File: src/core/rrs_pkg.sv
`default_nettype none

package rrs_pkg;

    // ****************************************
    // widths and encodings
    // ****************************************
    localparam int DATA_W = 8;
    localparam int PC_W = 13;
    localparam int FADDR_W = 7;
    localparam int MSB_IDX = 7;
    localparam int LSB_IDX = 0;
    localparam logic DEST_ACC = 1'b0;
    localparam logic DEST_FILE = 1'b1;
    localparam logic IRQ_EN_ON = 1'b1;
    localparam logic TMO_N_SLEEP = 1'b1;
    localparam logic PWD_N_SLEEP = 1'b0;
    localparam logic TMO_N_RST = 1'b1;
    localparam logic PWD_N_RST = 1'b1;
    localparam logic [7:0] WDOG_CLEAR = 8'h00;

    typedef enum logic [2:0]
    {
        RRS_OP_NONE = 3'h0,
        RRS_OP_RETFI = 3'h1,
        RRS_OP_RETLIT = 3'h2,
        RRS_OP_RETURN = 3'h3,
        RRS_OP_ROTL = 3'h4,
        RRS_OP_ROTR = 3'h5,
        RRS_OP_SLEEP = 3'h6
    } rrs_op_e;

    typedef enum logic [3:0]
    {
        RRS_ST_IDLE = 4'b0001,
        RRS_ST_REFILL = 4'b0010,
        RRS_ST_ASLEEP = 4'b0100,
        RRS_ST_SPARE = 4'b1000
    } rrs_state_e;

    typedef struct packed
    {
        rrs_op_e op;
        logic dest;
        logic [FADDR_W-1:0] faddr;
        logic [DATA_W-1:0] literal;
    } rrs_instr_s;

    typedef struct packed
    {
        logic acc_we;
        logic [DATA_W-1:0] acc_data;
        logic file_we;
        logic [FADDR_W-1:0] file_addr;
        logic [DATA_W-1:0] file_data;
        logic carry_we;
        logic carry;
    } rrs_wb_s;

endpackage

`default_nettype wire

File: src/core/rrs_core.sv
`timescale 1ns/1ps
`default_nettype none

module rrs_core
(
    input wire logic clk_sys, // instruction clock
    input wire logic rst_n, // async reset
    input wire logic instr_valid, // instruction offered
    input wire rrs_pkg::rrs_instr_s instr, // decoded instruction
    output logic instr_ready, // instruction taken
    input wire logic [rrs_pkg::DATA_W-1:0] file_rdata, // addressed file value
    input wire logic carry_in, // current carry flag
    input wire logic [rrs_pkg::PC_W-1:0] stack_top_entry, // stack top
    input wire logic wake_event, // wake-up from sleep
    output rrs_pkg::rrs_wb_s wb, // writeback, one-cycle strobes
    output logic pc_load, // pc load strobe
    output logic [rrs_pkg::PC_W-1:0] pc_value, // pc load value
    output logic stack_pop, // stack pop strobe
    output logic global_irq_enable, // global interrupt enable
    output logic watchdog_clear, // clear watchdog and prescaler
    output logic [7:0] watchdog_counter_load, // watchdog load value
    output logic timeout_flag_n, // time-out flag, active low
    output logic powerdown_flag_n, // power-down flag, active low
    output logic osc_halt // oscillator stop request
);

    // ****************************************
    // decode
    // ****************************************
    rrs_pkg::rrs_state_e state_reg, state_next;
    wire logic idle = (state_reg == rrs_pkg::RRS_ST_IDLE);
    wire logic take = instr_valid && idle;
    wire logic is_retfi = take && (instr.op == rrs_pkg::RRS_OP_RETFI);
    wire logic is_retlit = take && (instr.op == rrs_pkg::RRS_OP_RETLIT);
    wire logic is_ret = take && (instr.op == rrs_pkg::RRS_OP_RETURN);
    wire logic is_rotl = take && (instr.op == rrs_pkg::RRS_OP_ROTL);
    wire logic is_rotr = take && (instr.op == rrs_pkg::RRS_OP_ROTR);
    wire logic is_sleep = take && (instr.op == rrs_pkg::RRS_OP_SLEEP);
    wire logic any_ret = is_retfi || is_retlit || is_ret;
    wire logic any_rot = is_rotl || is_rotr;

    // rotate through carry
    wire logic [rrs_pkg::DATA_W-1:0] rotl_val =
        {file_rdata[rrs_pkg::MSB_IDX-1:rrs_pkg::LSB_IDX], carry_in};
    wire logic [rrs_pkg::DATA_W-1:0] rotr_val =
        {carry_in, file_rdata[rrs_pkg::MSB_IDX:rrs_pkg::LSB_IDX+1]};
    wire logic [rrs_pkg::DATA_W-1:0] rot_val = is_rotl ? rotl_val : rotr_val;
    wire logic rot_carry = is_rotl ? file_rdata[rrs_pkg::MSB_IDX] : file_rdata[rrs_pkg::LSB_IDX];

    assign instr_ready = idle;

    // ****************************************
    // state
    // ****************************************
    always_comb
    begin
        state_next = state_reg;
        case (state_reg)
            rrs_pkg::RRS_ST_IDLE:
            begin
                if (any_ret)
                    state_next = rrs_pkg::RRS_ST_REFILL;
                else if (is_sleep)
                    state_next = rrs_pkg::RRS_ST_ASLEEP;
            end
            rrs_pkg::RRS_ST_REFILL: state_next = rrs_pkg::RRS_ST_IDLE;
            rrs_pkg::RRS_ST_ASLEEP:
            begin
                if (wake_event)
                    state_next = rrs_pkg::RRS_ST_IDLE;
            end
            default: state_next = rrs_pkg::RRS_ST_IDLE;
        endcase
    end

    always_ff @(posedge clk_sys or negedge rst_n)
    begin
        if (!rst_n)
            state_reg <= rrs_pkg::RRS_ST_IDLE;
        else
            state_reg <= state_next;
    end

    // ****************************************
    // outputs
    // ****************************************
    always_ff @(posedge clk_sys or negedge rst_n)
    begin
        if (!rst_n)
        begin
            wb <= '0;
            pc_load <= 1'b0;
            pc_value <= '0;
            stack_pop <= 1'b0;
            watchdog_clear <= 1'b0;
        end
        else
        begin
            wb.acc_we <= is_retlit || (any_rot && instr.dest == rrs_pkg::DEST_ACC);
            wb.acc_data <= is_retlit ? instr.literal : rot_val;
            wb.file_we <= any_rot && (instr.dest == rrs_pkg::DEST_FILE);
            wb.file_addr <= instr.faddr;
            wb.file_data <= rot_val;
            wb.carry_we <= any_rot;
            wb.carry <= rot_carry;
            pc_load <= any_ret;
            pc_value <= stack_top_entry;
            stack_pop <= any_ret;
            watchdog_clear <= is_sleep;
        end
    end

    assign watchdog_counter_load = rrs_pkg::WDOG_CLEAR;
    assign osc_halt = (state_reg == rrs_pkg::RRS_ST_ASLEEP);

    always_ff @(posedge clk_sys or negedge rst_n)
    begin
        if (!rst_n)
        begin
            global_irq_enable <= 1'b0;
            timeout_flag_n <= rrs_pkg::TMO_N_RST;
            powerdown_flag_n <= rrs_pkg::PWD_N_RST;
        end
        else
        begin
            if (is_retfi)
                global_irq_enable <= rrs_pkg::IRQ_EN_ON;
            if (is_sleep)
            begin
                timeout_flag_n <= rrs_pkg::TMO_N_SLEEP;
                powerdown_flag_n <= rrs_pkg::PWD_N_SLEEP;
            end
        end
    end

    // ****************************************
    // checks
    // ****************************************
    property p_retfi_irq_en;
        @(posedge clk_sys) disable iff (!rst_n)
        is_retfi |=> global_irq_enable && pc_load && !wb.carry_we && !wb.acc_we;
    endproperty
    a_retfi_irq_en: assert property (p_retfi_irq_en) else $error("irq return lacks enable or pc");

    property p_retfi_two;
        @(posedge clk_sys) disable iff (!rst_n)
        is_retfi |=> stack_pop && !instr_ready ##1 instr_ready;
    endproperty
    a_retfi_two: assert property (p_retfi_two) else $error("retfi timing");

    property p_rotl;
        @(posedge clk_sys) disable iff (!rst_n)
        is_rotl |=> wb.carry == $past(file_rdata[7])
            && wb.file_data == {$past(file_rdata[6:0]), $past(carry_in)};
    endproperty
    a_rotl: assert property (p_rotl) else $error("rotate left wrong");

    property p_rotr;
        @(posedge clk_sys) disable iff (!rst_n)
        is_rotr |=> wb.carry == $past(file_rdata[0])
            && wb.file_data == {$past(carry_in), $past(file_rdata[7:1])};
    endproperty
    a_rotr: assert property (p_rotr) else $error("rotate right wrong");

    property p_rot_dest;
        @(posedge clk_sys) disable iff (!rst_n)
        any_rot |=> wb.carry_we && (wb.file_we == $past(instr.dest))
            && (wb.acc_we != $past(instr.dest));
    endproperty
    a_rot_dest: assert property (p_rot_dest) else $error("rotate destination");

    property p_retlit;
        @(posedge clk_sys) disable iff (!rst_n)
        is_retlit |=> wb.acc_we && wb.acc_data == $past(instr.literal)
            && pc_value == $past(stack_top_entry) && !wb.carry_we;
    endproperty
    a_retlit: assert property (p_retlit) else $error("literal return wrong");

    property p_ret;
        @(posedge clk_sys) disable iff (!rst_n)
        is_ret |=> stack_pop && pc_load && pc_value == $past(stack_top_entry) && !wb.carry_we;
    endproperty
    a_ret: assert property (p_ret) else $error("return wrong");

    property p_ret_two;
        @(posedge clk_sys) disable iff (!rst_n)
        (is_ret || is_retlit) |=> !instr_ready ##1 instr_ready;
    endproperty
    a_ret_two: assert property (p_ret_two) else $error("return not two cycles");

    property p_sleep_wdog;
        @(posedge clk_sys) disable iff (!rst_n)
        is_sleep |=> watchdog_clear && watchdog_counter_load == 8'h00;
    endproperty
    a_sleep_wdog: assert property (p_sleep_wdog) else $error("watchdog not cleared");

    property p_sleep_flags;
        @(posedge clk_sys) disable iff (!rst_n)
        is_sleep |=> timeout_flag_n && !powerdown_flag_n;
    endproperty
    a_sleep_flags: assert property (p_sleep_flags) else $error("sleep flags wrong");

    property p_sleep_halt;
        @(posedge clk_sys) disable iff (!rst_n)
        is_sleep ##1 !wake_event |=> osc_halt && !instr_ready;
    endproperty
    a_sleep_halt: assert property (p_sleep_halt) else $error("not halted");

endmodule

`default_nettype wire

File: config.mk
export PLATFORM = sky130hd
export DESIGN_NAME = rrs_core
export DESIGN_NICKNAME = d
export VERILOG_FILES = /design/src/core/rrs_pkg.sv /design/src/core/rrs_core.sv
export SDC_FILE = /design/constraint.sdc
export NUM_CORES = 1
export LEC_CHECK = 0
export BUFFER_PORTS_ARGS = -buffer_cell sky130_fd_sc_hd__buf_2
export CAP_MARGIN = 30
export CORE_MARGIN = 3
export CORE_UTILIZATION = 45
export CTS_CLUSTER_SIZE = 24
export DETAILED_ROUTE_END_ITERATION = 16
export PLACE_DENSITY_LB_ADDON = 0.2
export SLEW_MARGIN = 20
export SYNTH_ARGS = -nofsm -noshare
export SYNTH_HDL_FRONTEND = slang
export SYNTH_SLANG_ARGS = --single-unit
File: constraint.sdc
create_clock -name clk_sys -period 3.1 [get_ports clk_sys]
set_clock_uncertainty 0.2 [all_clocks]
set_input_delay 0.62 -clock clk_sys [delete_from_list [all_inputs] [get_ports clk_sys]]
set_output_delay 0.62 -clock clk_sys [all_outputs]
set_load 0.02 [all_outputs]
==> results.tsv, run 1 <==
stage	metric	value	unit
setup_path	cp.arrival	1.22	ns
detailed_routing	drt_iter0_drc	75	
clocking	clock_latency	0.29	ns
timing	drv_slew	0	
clocking	clock-sinks	47	
global_routing	grt_usage	0.169	
final_layout	fillers	293	
detailed_routing	viasPerCell	4.85	
setup_path	critPathLaunch	state_reg[0]$_DFFE_PN1P_	
final_layout	mostFrequentLayoutCells	buf_2 (90), dfrtp_1 (45), nor3_1 (10)	
yosys	synth-seq-cells	47	
power_and_ir_drop	peakVddDrop	0.349	mV
detailed_routing	firstDrtPassIters	4	
placement	post-place-ws	0.818	ns
yosys	synth_cells	133	
final_layout	final_common_cell	buf_2	
die	initial_core_util	0.486	
setup_path	crit_fanout	4	
die	die_w	67.2	µm
timing	period_share	0.656	
placement	port_buffers	91	
yosys	syn_avg_cell_area	12.7	µm²
yosys	yosysSeqAreaShare	0.700	
timing	tightest_slew	0.563	ns
die	core	0.00347	mm²
timing	finalSetupTns	0	ns
final_layout	final_area	0.00225	mm²
clocking	numCtsBuffers	5	
die	ios	101	
final_layout	areaGrowthSynthToFinish	33.9	%
final_layout	utilization	0.650	
setup_path	reg2reg_depth	4	
timing	slew_headroom	0.624	
detailed_routing	drt-total-wl	3640	µm
setup_path	crit_path_end	instr_ready	
detailed_routing	antenna_left	0	
timing	hold_viol	0	
clocking	cts_max_level	2	
power_and_ir_drop	power_density	599	mW/mm²
clocking	path_clk_slew	0.08	ns
yosys	yosysWarnings	0	
final_layout	fin_nets	267	
outcome	status	complete, no violations	
die	die-area	0.00451	mm²
clocking	cts_tree	done	
detailed_routing	dr_total_vias	1304	
timing	period_minus_slack	2.04	ns
setup_path	r2r_setup_slack	1.24	ns
placement	dpl.hpwl	2830	µm
timing	max_freq	491	MHz
global_routing	grt_pass1_vias	1246	
clocking	ctsRootBufferMaster	clkbuf_8	
global_routing	grt_max_degree	48	
global_routing	grt_pass1_wl	5600	µm
global_routing	antenna_found_initial	0	
final_layout	diodes	0	
power_and_ir_drop	finalPower	1350	µW
global_routing	grt_overflow	0	
clocking	postCtsSetupRepairBufs	0	
power_and_ir_drop	cellLeakagePower	0.00115	µW
clocking	ctsResizeCount	0	
die	rows	21	
clocking	cts_hold_buf	0	
yosys	netlist_area	0.00168	mm²
final_layout	drive_gt1_frac	0.466	
flow_run	cap_violations	0	
timing	worst_slack	1.06	ns
setup_path	cp-end-kind	output pin	
setup_path	required	2.28	ns
yosys	synthDistinctLibCells	28	
final_layout	largest_reg_flops	27	
timing	rsz0062_at_grt	no	
timing	setup_viol	0	
min_path	worstHoldPathType	in -> async	
die	die_h	67.2	µm
setup_path	r2r_end	wb[0]$_DFF_PN0_	
setup_path	critPathKind	reg -> out	
clocking	cts_buffer_depth	2	
detailed_routing	wl_per_cell	13.5	µm
setup_path	rr_startpoint	state_reg[0]$_DFFE_PN1P_	
placement	placed_area	0.00212	mm²
placement	routabilityCongestion	0.841	
detailed_routing	drc_errors	0	
setup_path	start_kind	flip-flop	
==> worst min-delay path by stage <==
stage	cells past startpoint	from	slack, ns	end
3_3_place_gp	1	powerdown_flag_n$_DFFE_PN1P_	0.25	powerdown_flag_n$_DFFE_PN1P_
2_1_floorplan	0	rst_n	0.12	global_irq_enable$_DFFE_PN0P_
5_1_grt	1	rst_n	0.16	wb[23]$_DFF_PN0_
4_1_cts	1	stack_top_entry[11]	0.22	pc_value[11]$_DFF_PN0_
3_5_place_dp	1	powerdown_flag_n$_DFFE_PN1P_	0.26	powerdown_flag_n$_DFFE_PN1P_
6_report	1	rst_n	0.12	wb[5]$_DFF_PN0_
==> where the power goes <==
group | total, µW | switching (µW) | internal (µW)
logic | 184 | 122 | 61.4
clock network | 510 | 188 | 322
registers | 657 | 9.49 | 647
==> cell families after synthesis <==
logic type | Yosys count | synth area share
compound gates | 22 | 0.0780
flops | 47 | 0.700
mux | 1 | 0.00669
buf+inv | 20 | 0.0750
simple gates | 41 | 0.136
other cells | 2 | 0.00446
==> worst max-delay path, cell delays in order, from the launching register on <==
cell	delay, ns
dfstp_2	0.55
nor3b_1	0.17
buf_2	0.19
==> synth_stat cells <==
cell       count  area [µm²]
nor3_1        10        50.1
buf_2          2        10.0
o21bai_1       1        7.51
nor4bb_1       1        10.0
nand4_1        8        50.1
nand4bb_1      1        11.3
inv_1          2        7.51
or3b_1         1        8.76
nor2b_1        1        6.26
o21ai_0        9        45.0
mux2_2         1        11.3
dfrtp_1       45        1130
conb_1         2        7.51
buf_4         11        82.6
o31ai_1        1        7.51
clkbuf_1       4        15.0
nor2_1         4        15.0
buf_6          1        11.3
nor3b_1        3        22.5
nand2b_1       1        6.26
dfstp_2        2        52.6
nand2_1        9        33.8
a21oi_1        1        5.00
o21a_1         1        7.51
or2_0          1        6.26
o41ai_1        1        8.76
or3b_2         1        8.76
a31oi_1        8        50.1
==> layout make-up <==
cell class | instances | area [µm²] | area share
Clock buffer | 6 | 72.6 | 0.0322
Clock inverter | 2 | 60.1 | 0.0266
Inverter | 2 | 7.51 | 0.00333
Multi-Input combinational cell | 73 | 405 | 0.180
Sequential cell | 47 | 1180 | 0.523
Tap cell | 46 | 57.6 | 0.0255
Timing Repair Buffer | 93 | 473 | 0.210
==> metal layers <==
metal | GRT usage | up-vias | share of wire
li1 | - | 617 | -
met1 | 0.202 | 604 | 0.38
met2 | 0.281 | 76 | 0.50
met3 | 0.0416 | 7 | 0.11
met4 | 0.0911 | 0 | 0.020
met5 | 0 | - | 0
==> per-stage QoR <==
| step | cells | hold slack [ns] |
|---|---|---|
| 2_1_floorplan | 140 | 0.124 |
| 3_3_place_gp | 261 | 0.245 |
| 3_5_place_dp | 261 | 0.256 |
| 4_1_cts | 269 | 0.223 |
| 5_1_grt | 269 | 0.157 |
| 6_report | 269 | 0.116 |
(Power assumes the default switching activity.)
==> inputs of run 2 (changes only) <==
--- a/config.mk
+++ b/config.mk
@@ -8,7 +8,7 @@
 export BUFFER_PORTS_ARGS = -buffer_cell sky130_fd_sc_hd__buf_2
 export CAP_MARGIN = 30
 export CORE_MARGIN = 3
-export CORE_UTILIZATION = 45
+export CORE_UTILIZATION = 42
 export CTS_CLUSTER_SIZE = 24
 export DETAILED_ROUTE_END_ITERATION = 16
 export PLACE_DENSITY_LB_ADDON = 0.2
==> constraint.sdc (replaced) <==
create_clock -name clk_sys -period 2 [get_ports clk_sys]
set_clock_uncertainty 0.2 [all_clocks]
set_input_delay 0.4 -clock clk_sys [delete_from_list [all_inputs] [get_ports clk_sys]]
set_output_delay 0.4 -clock clk_sys [all_outputs]
set_load 0.02 [all_outputs]
==> results.tsv, run 2 (synthesis gave the netlist of run 1 again) <==
stage	metric	value	unit	change
outcome	status	complete, no violations		
setup_path	start_kind	flip-flop		
timing	drv_slew	0		unchanged
die	core	0.00377	mm²	+8.7%
clocking	ctsResizeCount	0		unchanged
clocking	ctsRootBufferMaster	clkbuf_8		
setup_path	path_cells	nor3b_1 -> buf_2		
power_and_ir_drop	power_density	788	mW/mm²	+31%
die	rows	22		+4.8%
final_layout	final_common_cell	buf_2		
detailed_routing	wl_per_cell	13.9	µm	+2.6%
clocking	clock_latency	0.30	ns	about the same
setup_path	r2r_setup_slack	0.18	ns	-1.06 ns
timing	period_share	0.933		
min_path	worstHoldPathType	in -> reg		
final_layout	areaGrowthSynthToFinish	47.3	%	
detailed_routing	drc_errors	0		unchanged
min_path	hold_start	stack_top_entry[12]		
clocking	cts_max_level	2		unchanged
setup_path	required	1.40	ns	-0.88 ns
die	die_h	69.3	µm	+3.2%
setup_path	crit_fanout	4		unchanged
timing	finalSetupTns	0	ns	unchanged
placement	port_buffers	91		unchanged
timing	max_freq	536	MHz	
power_and_ir_drop	pwr-share-clk	0.308		-0.070
clocking	postCtsSetupRepairBufs	0		unchanged
setup_path	slowest_delay	0.56	ns	about the same
detailed_routing	viasPerCell	4.74		-2.2%
clocking	clock-sinks	47		unchanged
timing	period_minus_slack	1.87	ns	
min_path	holdPathStages	1		
placement	post-place-ws	0.0877	ns	-0.730 ns
setup_path	r2r_end	wb[17]$_DFF_PN0_		
clocking	numCtsBuffers	5		unchanged
die	ios	101		unchanged
final_layout	mostFrequentLayoutCells	buf_2 (91), dfrtp_1 (45), dlygate4sd3_1 (18)		
power_and_ir_drop	switching_share	0.274		+0.0370
detailed_routing	drt-total-wl	4140	µm	+14%
setup_path	cp.arrival	1.27	ns	+0.05 ns
final_layout	fin_nets	294		+10%
detailed_routing	drt_iter0_drc	93		+24%
min_path	holdPathEnd	pc_value[12]$_DFF_PN0_		
detailed_routing	firstDrtPassIters	4		unchanged
flow_run	cap_violations	0		unchanged
global_routing	grt_pass1_vias	1371		+10%
timing	rsz0062_at_grt	no		
setup_path	critPathKind	reg -> out		
placement	dpl.hpwl	3060	µm	+8.2%
global_routing	grt_max_degree	29		-40%
timing	worst_slack	0.134	ns	-0.931 ns
setup_path	reg2reg_depth	5		+1
power_and_ir_drop	peakVddDrop	0.424	mV	+21%
setup_path	rr_startpoint	state_reg[0]$_DFFE_PN1P_		
power_and_ir_drop	intPower	1420	µW	+38%
setup_path	cp_num_cells	2		unchanged
global_routing	grt_pass1_wl	6450	µm	+15%
die	initial_core_util	0.447		-0.0390
clocking	cts_tree	done		
die	die-area	0.00481	mm²	+6.5%
global_routing	antenna_found_initial	0		unchanged
setup_path	path_buf_inv	1		unchanged
final_layout	drive_gt1_frac	0.456		-0.0104
final_layout	largest_reg_flops	27		unchanged
detailed_routing	antenna_left	0		unchanged
setup_path	critPathLaunch	state_reg[0]$_DFFE_PN1P_		
global_routing	grt_overflow	0		unchanged
clocking	cts_buffer_depth	2		unchanged
die	die_w	69.3	µm	+3.2%
power_and_ir_drop	combPwrFrac	0.171		+0.035
final_layout	diodes	0		unchanged
detailed_routing	dr_total_vias	1413		+8.4%
clocking	path_clk_slew	0.09	ns	about the same
setup_path	cp-end-kind	output pin		
power_and_ir_drop	switching_power	535	µW	+67%
global_routing	grt_usage	0.169		+0.000212
timing	hold_viol	0		unchanged
power_and_ir_drop	cellLeakagePower	0.00126	µW	+9.0%
setup_path	critPathSlowestCell	dfstp_2		
setup_path	critPathTopFamily	flip-flops		
power_and_ir_drop	seqPwrFrac	0.522		+0.036
timing	setup_viol	0		unchanged
placement	routabilityCongestion	0.798		-5.2%
==> run 2: cell count changes in the layout (fill, tap and decap cells not counted) <==
cell,delta
clkinvlp_4,+1
dlygate4sd3_1,+18
clkbuf_8,+1
buf_2,+1
buf_12,+1
clkbuf_1,-1
buf_4,+7
bufinv_16,-2
clkinv_4,+1
==> run 2: metal layers <==
metal | wire length (µm) | track usage
met2 | 2120 | 0.285
met5 | 0 | 0
met4 | 41 | 0.0456
met1 | 1660 | 0.206
met3 | 314 | 0.0594
==> run 2: power groups by stage <==
stage / registers (µW) / clock network [µW] / logic, µW
2_1_floorplan: 1110 / 0 / 100
3_3_place_gp: 1040 / 0 / 303
3_5_place_dp: 1040 / 0 / 309
4_1_cts: 1020 / 615 / 325
5_1_grt: 1020 / 654 / 362
6_report: 1020 / 601 / 334
==> run 2: worst max path at each step <==
stage | to | slack [ns]
final | instr_ready | 0.13
after global routing | osc_halt | 0.07
after floorplan | wb[0]$_DFF_PN0_ | 0.11
after global placement | wb[0]$_DFF_PN0_ | 0.11
after detailed placement | wb[0]$_DFF_PN0_ | 0.09
after CTS | instr_ready | 0.10
==> run 2: cell type report <==
cell class / count / area [µm²]
Timing Repair Buffer: 120 / 731
Inverter: 2 / 7.51
Clock inverter: 2 / 16.3
Multi-Input combinational cell: 73 / 405
Sequential cell: 47 / 1180
Fill cell: 313 / 1290
Clock buffer: 6 / 82.6
Tap cell: 48 / 60.1
==> run 2: through the flow <==
step	cells	power [µW]	utilization	instance area, µm²	hold slack, ns
4_1_cts	290	1960	0.637	2400	0.00165
6_report	298	1950	0.658	2480	0.0103
3_3_place_gp	272	1340	0.584	2200	0.167
3_5_place_dp	272	1350	0.584	2200	0.195
2_1_floorplan	140	1210	-	1710	-0.0956
5_1_grt	298	2040	0.658	2480	0.000693
==> run 2: what timing repair did <==
| item | CTS | global route |
|---|---|---|
| endpoints found under the hold margin | 26 | 8 |
| endpoints found under the setup margin | 0 | 0 |
| hold buffers | 10 | 8 |
==> inputs of run 3 (changes only) <==
--- a/config.mk
+++ b/config.mk
@@ -5,10 +5,11 @@
 export SDC_FILE = /design/constraint.sdc
 export NUM_CORES = 1
 export LEC_CHECK = 0
+export ABC_AREA = 1
 export BUFFER_PORTS_ARGS = -buffer_cell sky130_fd_sc_hd__buf_2
 export CAP_MARGIN = 30
 export CORE_MARGIN = 3
-export CORE_UTILIZATION = 42
+export CORE_UTILIZATION = 25
 export CTS_CLUSTER_SIZE = 24
 export DETAILED_ROUTE_END_ITERATION = 16
 export PLACE_DENSITY_LB_ADDON = 0.2
==> results.tsv, run 3 <==
stage	metric	value	unit	change
timing	whs	0.0166	ns	+0.00634 ns
outcome	status	complete, no violations		
global_routing	met1_usage	0.135		-0.0707
global_routing	use_met3	0.0373		-0.0221
yosys	yosysSeqAreaShare	0.652		-0.0479
timing	period_minus_slack	1.82	ns	-0.0447 ns
power_and_ir_drop	power_density	911	mW/mm²	+16%
yosys	synth_top_area_share	0.623		-0.0458
die	die-area	0.00829	mm²	+72%
setup_path	start_kind	flip-flop		
yosys	synthDistinctLibCells	25		-11%
min_path	worstHoldPathType	in -> reg		
detailed_routing	drt-total-wl	4350	µm	+5.1%
detailed_routing	dr_total_vias	1370		-3.0%
setup_path	critPathTopFamily	flip-flops		
setup_path	critPathSlowestCell	dfstp_2		
timing	max_freq	549	MHz	+2.5%
final_layout	areaGrowthSynthToFinish	47.1	%	
yosys	netlist_area	0.00181	mm²	+7.4%
global_routing	grt_max_degree	48		+66%
yosys	synthArstFlopShare	1.00		unchanged
detailed_routing	wl_per_cell	11.9	µm	-14%
setup_path	critPathKind	reg -> out		
setup_path	cp.arrival	1.22	ns	-0.05 ns
global_routing	met2_usage	0.166		-0.119
final_layout	fin_nets	314		+6.8%
clocking	cts_max_level	2		unchanged
global_routing	grt_pass1_vias	1423		+3.8%
yosys	syn_avg_cell_area	11.7	µm²	-7.9%
placement	routabilityCongestion	0.744		-6.7%
yosys	synth_edf_count	0		unchanged
clocking	numCtsBuffers	5		unchanged
setup_path	required	1.40	ns	about the same
final_layout	fillers	725		+130%
clocking	clock_latency	0.29	ns	about the same
setup_path	path_buf_inv	2		+1
die	rows	30		+36%
timing	setup_viol	0		unchanged
min_path	hold_start	instr[13]		
clocking	ctsRootBufferMaster	clkbuf_8		
timing	period_share	0.911		-0.0224
final_layout	final_common_cell	buf_2		
yosys	synth_cells	155		+17%
timing	rsz0062_at_grt	no		
setup_path	crit_fanout	3		-1
final_layout	drive_gt1_frac	0.459		+0.00326
yosys	yosysMostFrequentCell	dfrtp_1		
die	die_h	91.0	µm	+31%
setup_path	critPathLaunch	state_reg[0]$_DFFE_PN1P_		
global_routing	grt_overflow	0		unchanged
global_routing	grt_pass1_wl	6950	µm	+7.7%
placement	port_buffers	91		unchanged
global_routing	antenna_found_initial	0		unchanged
setup_path	rr_startpoint	state_reg[0]$_DFFE_PN1P_		
clocking	clock-sinks	47		unchanged
final_layout	diodes	0		unchanged
detailed_routing	drt_iter0_drc	14		-85%
setup_path	path_cells	nand3_4 -> inv_1 -> buf_2		
yosys	synth.area.top_cells	dfrtp_1 (62%), nand2_1 (5.6%), nand3_2 (4.4%)		
clocking	ctsResizeCount	0		unchanged
detailed_routing	drc_errors	0		unchanged
clocking	cts_buffer_depth	2		unchanged
detailed_routing	antenna_left	0		unchanged
final_layout	mostFrequentLayoutCells	buf_2 (91), dfrtp_1 (45), nand2_1 (27)		
clocking	path_clk_slew	0.09	ns	about the same
die	die_w	91.0	µm	+31%
detailed_routing	viasPerCell	3.74		-21%
global_routing	grt_usage	0.106		-0.0630
global_routing	globalRoute.busiestLayer	met2		
die	core	0.00691	mm²	+83%
detailed_routing	firstDrtPassIters	5		+1
yosys	yosysWarnings	0		unchanged
yosys	synth_flop_cell	dfrtp_1		
die	initial_core_util	0.262		-0.185
setup_path	slowest_delay	0.57	ns	about the same
die	ios	101		unchanged
setup_path	cp-end-kind	output pin		
final_layout	largest_reg_flops	27		unchanged
yosys	synth-seq-cells	47		unchanged
power_and_ir_drop	peakVddDrop	0.230	mV	-46%
timing	hold_viol	0		unchanged
power_and_ir_drop	cellLeakagePower	0.00142	µW	+13%
yosys	yosysTopAreaCell	dfrtp_1		
timing	drv_slew	0		unchanged
timing	finalSetupTns	0	ns	unchanged
flow_run	cap_violations	0		unchanged
yosys	synth_common_cells	dfrtp_1 (45), nand2_1 (27), inv_1 (15)		
clocking	cts_tree	done		
placement	dpl.hpwl	3150	µm	+2.9%
run 3: cell families (layout without fill, tap and decap cells):
group | Yosys count | count (layout) | share of synthesized area
AO/OA/AOI/OAI | 5 | 5 | 0.0180
buffers and inverters | 33 | 141 | 0.0962
flip-flops | 47 | 47 | 0.652
other | 2 | 9 | 0.00415
AND/OR/NAND/NOR | 68 | 68 | 0.230
run 3: final cells by class:
cell class,count,area [µm²],share of cell area
sequential,47,1180,0.443
clock inverter,2,60.1,0.0226
timing repair buffer,111,663,0.249
multi-input combinational,82,482,0.181
inverter,22,83.8,0.0315
clock buffer,6,72.6,0.0273
tap,96,120,0.0452
run 3: power breakdown:
part	switching (µW)	total [µW]	internal, µW
registers	35.7	1090	1050
logic	339	534	195
clock network	304	803	499
run 3: worst paths after layout:
kind                                                 to  slack, ns  depth (start not counted)
min reg2reg                powerdown_flag_n$_DFFE_PN1P_       0.24                          2
max reg2reg                            wb[24]$_DFF_PN0_       0.36                          7
max in group asynchronous      state_reg[0]$_DFFE_PN1P_       0.91                          3
max                                         instr_ready       0.18                          3
min in group asynchronous              wb[13]$_DFF_PN0_       0.42                          3
min                                    wb[15]$_DFF_PN0_       0.02                          1
run 3: per-layer routing:
| layer | routed length (µm) | up-vias |
|---|---|---|
| met5 | 0 | - |
| met4 | 63 | 0 |
| met3 | 467 | 7 |
| met2 | 1930 | 75 |
| met1 | 1890 | 608 |
| li1 | - | 680 |
run 3: what timing repair did:
action | in CTS | in global routing
hold buffers | 11 | 7
buffers inserted | 0 | 0
endpoints found under the hold margin | 55 | 7
run 3: per-stage QoR:
step	setup slack (ns)	cells	cell area [µm²]	power [µW]	utilization
2_1_floorplan	0.504	162	1830	1450	-
3_3_place_gp	0.386	340	2350	1620	0.340
3_5_place_dp	0.352	340	2350	1620	0.340
4_1_cts	0.151	359	2590	2470	0.375
5_1_grt	0.110	366	2660	2560	0.385
6_report	0.178	366	2660	2420	0.385
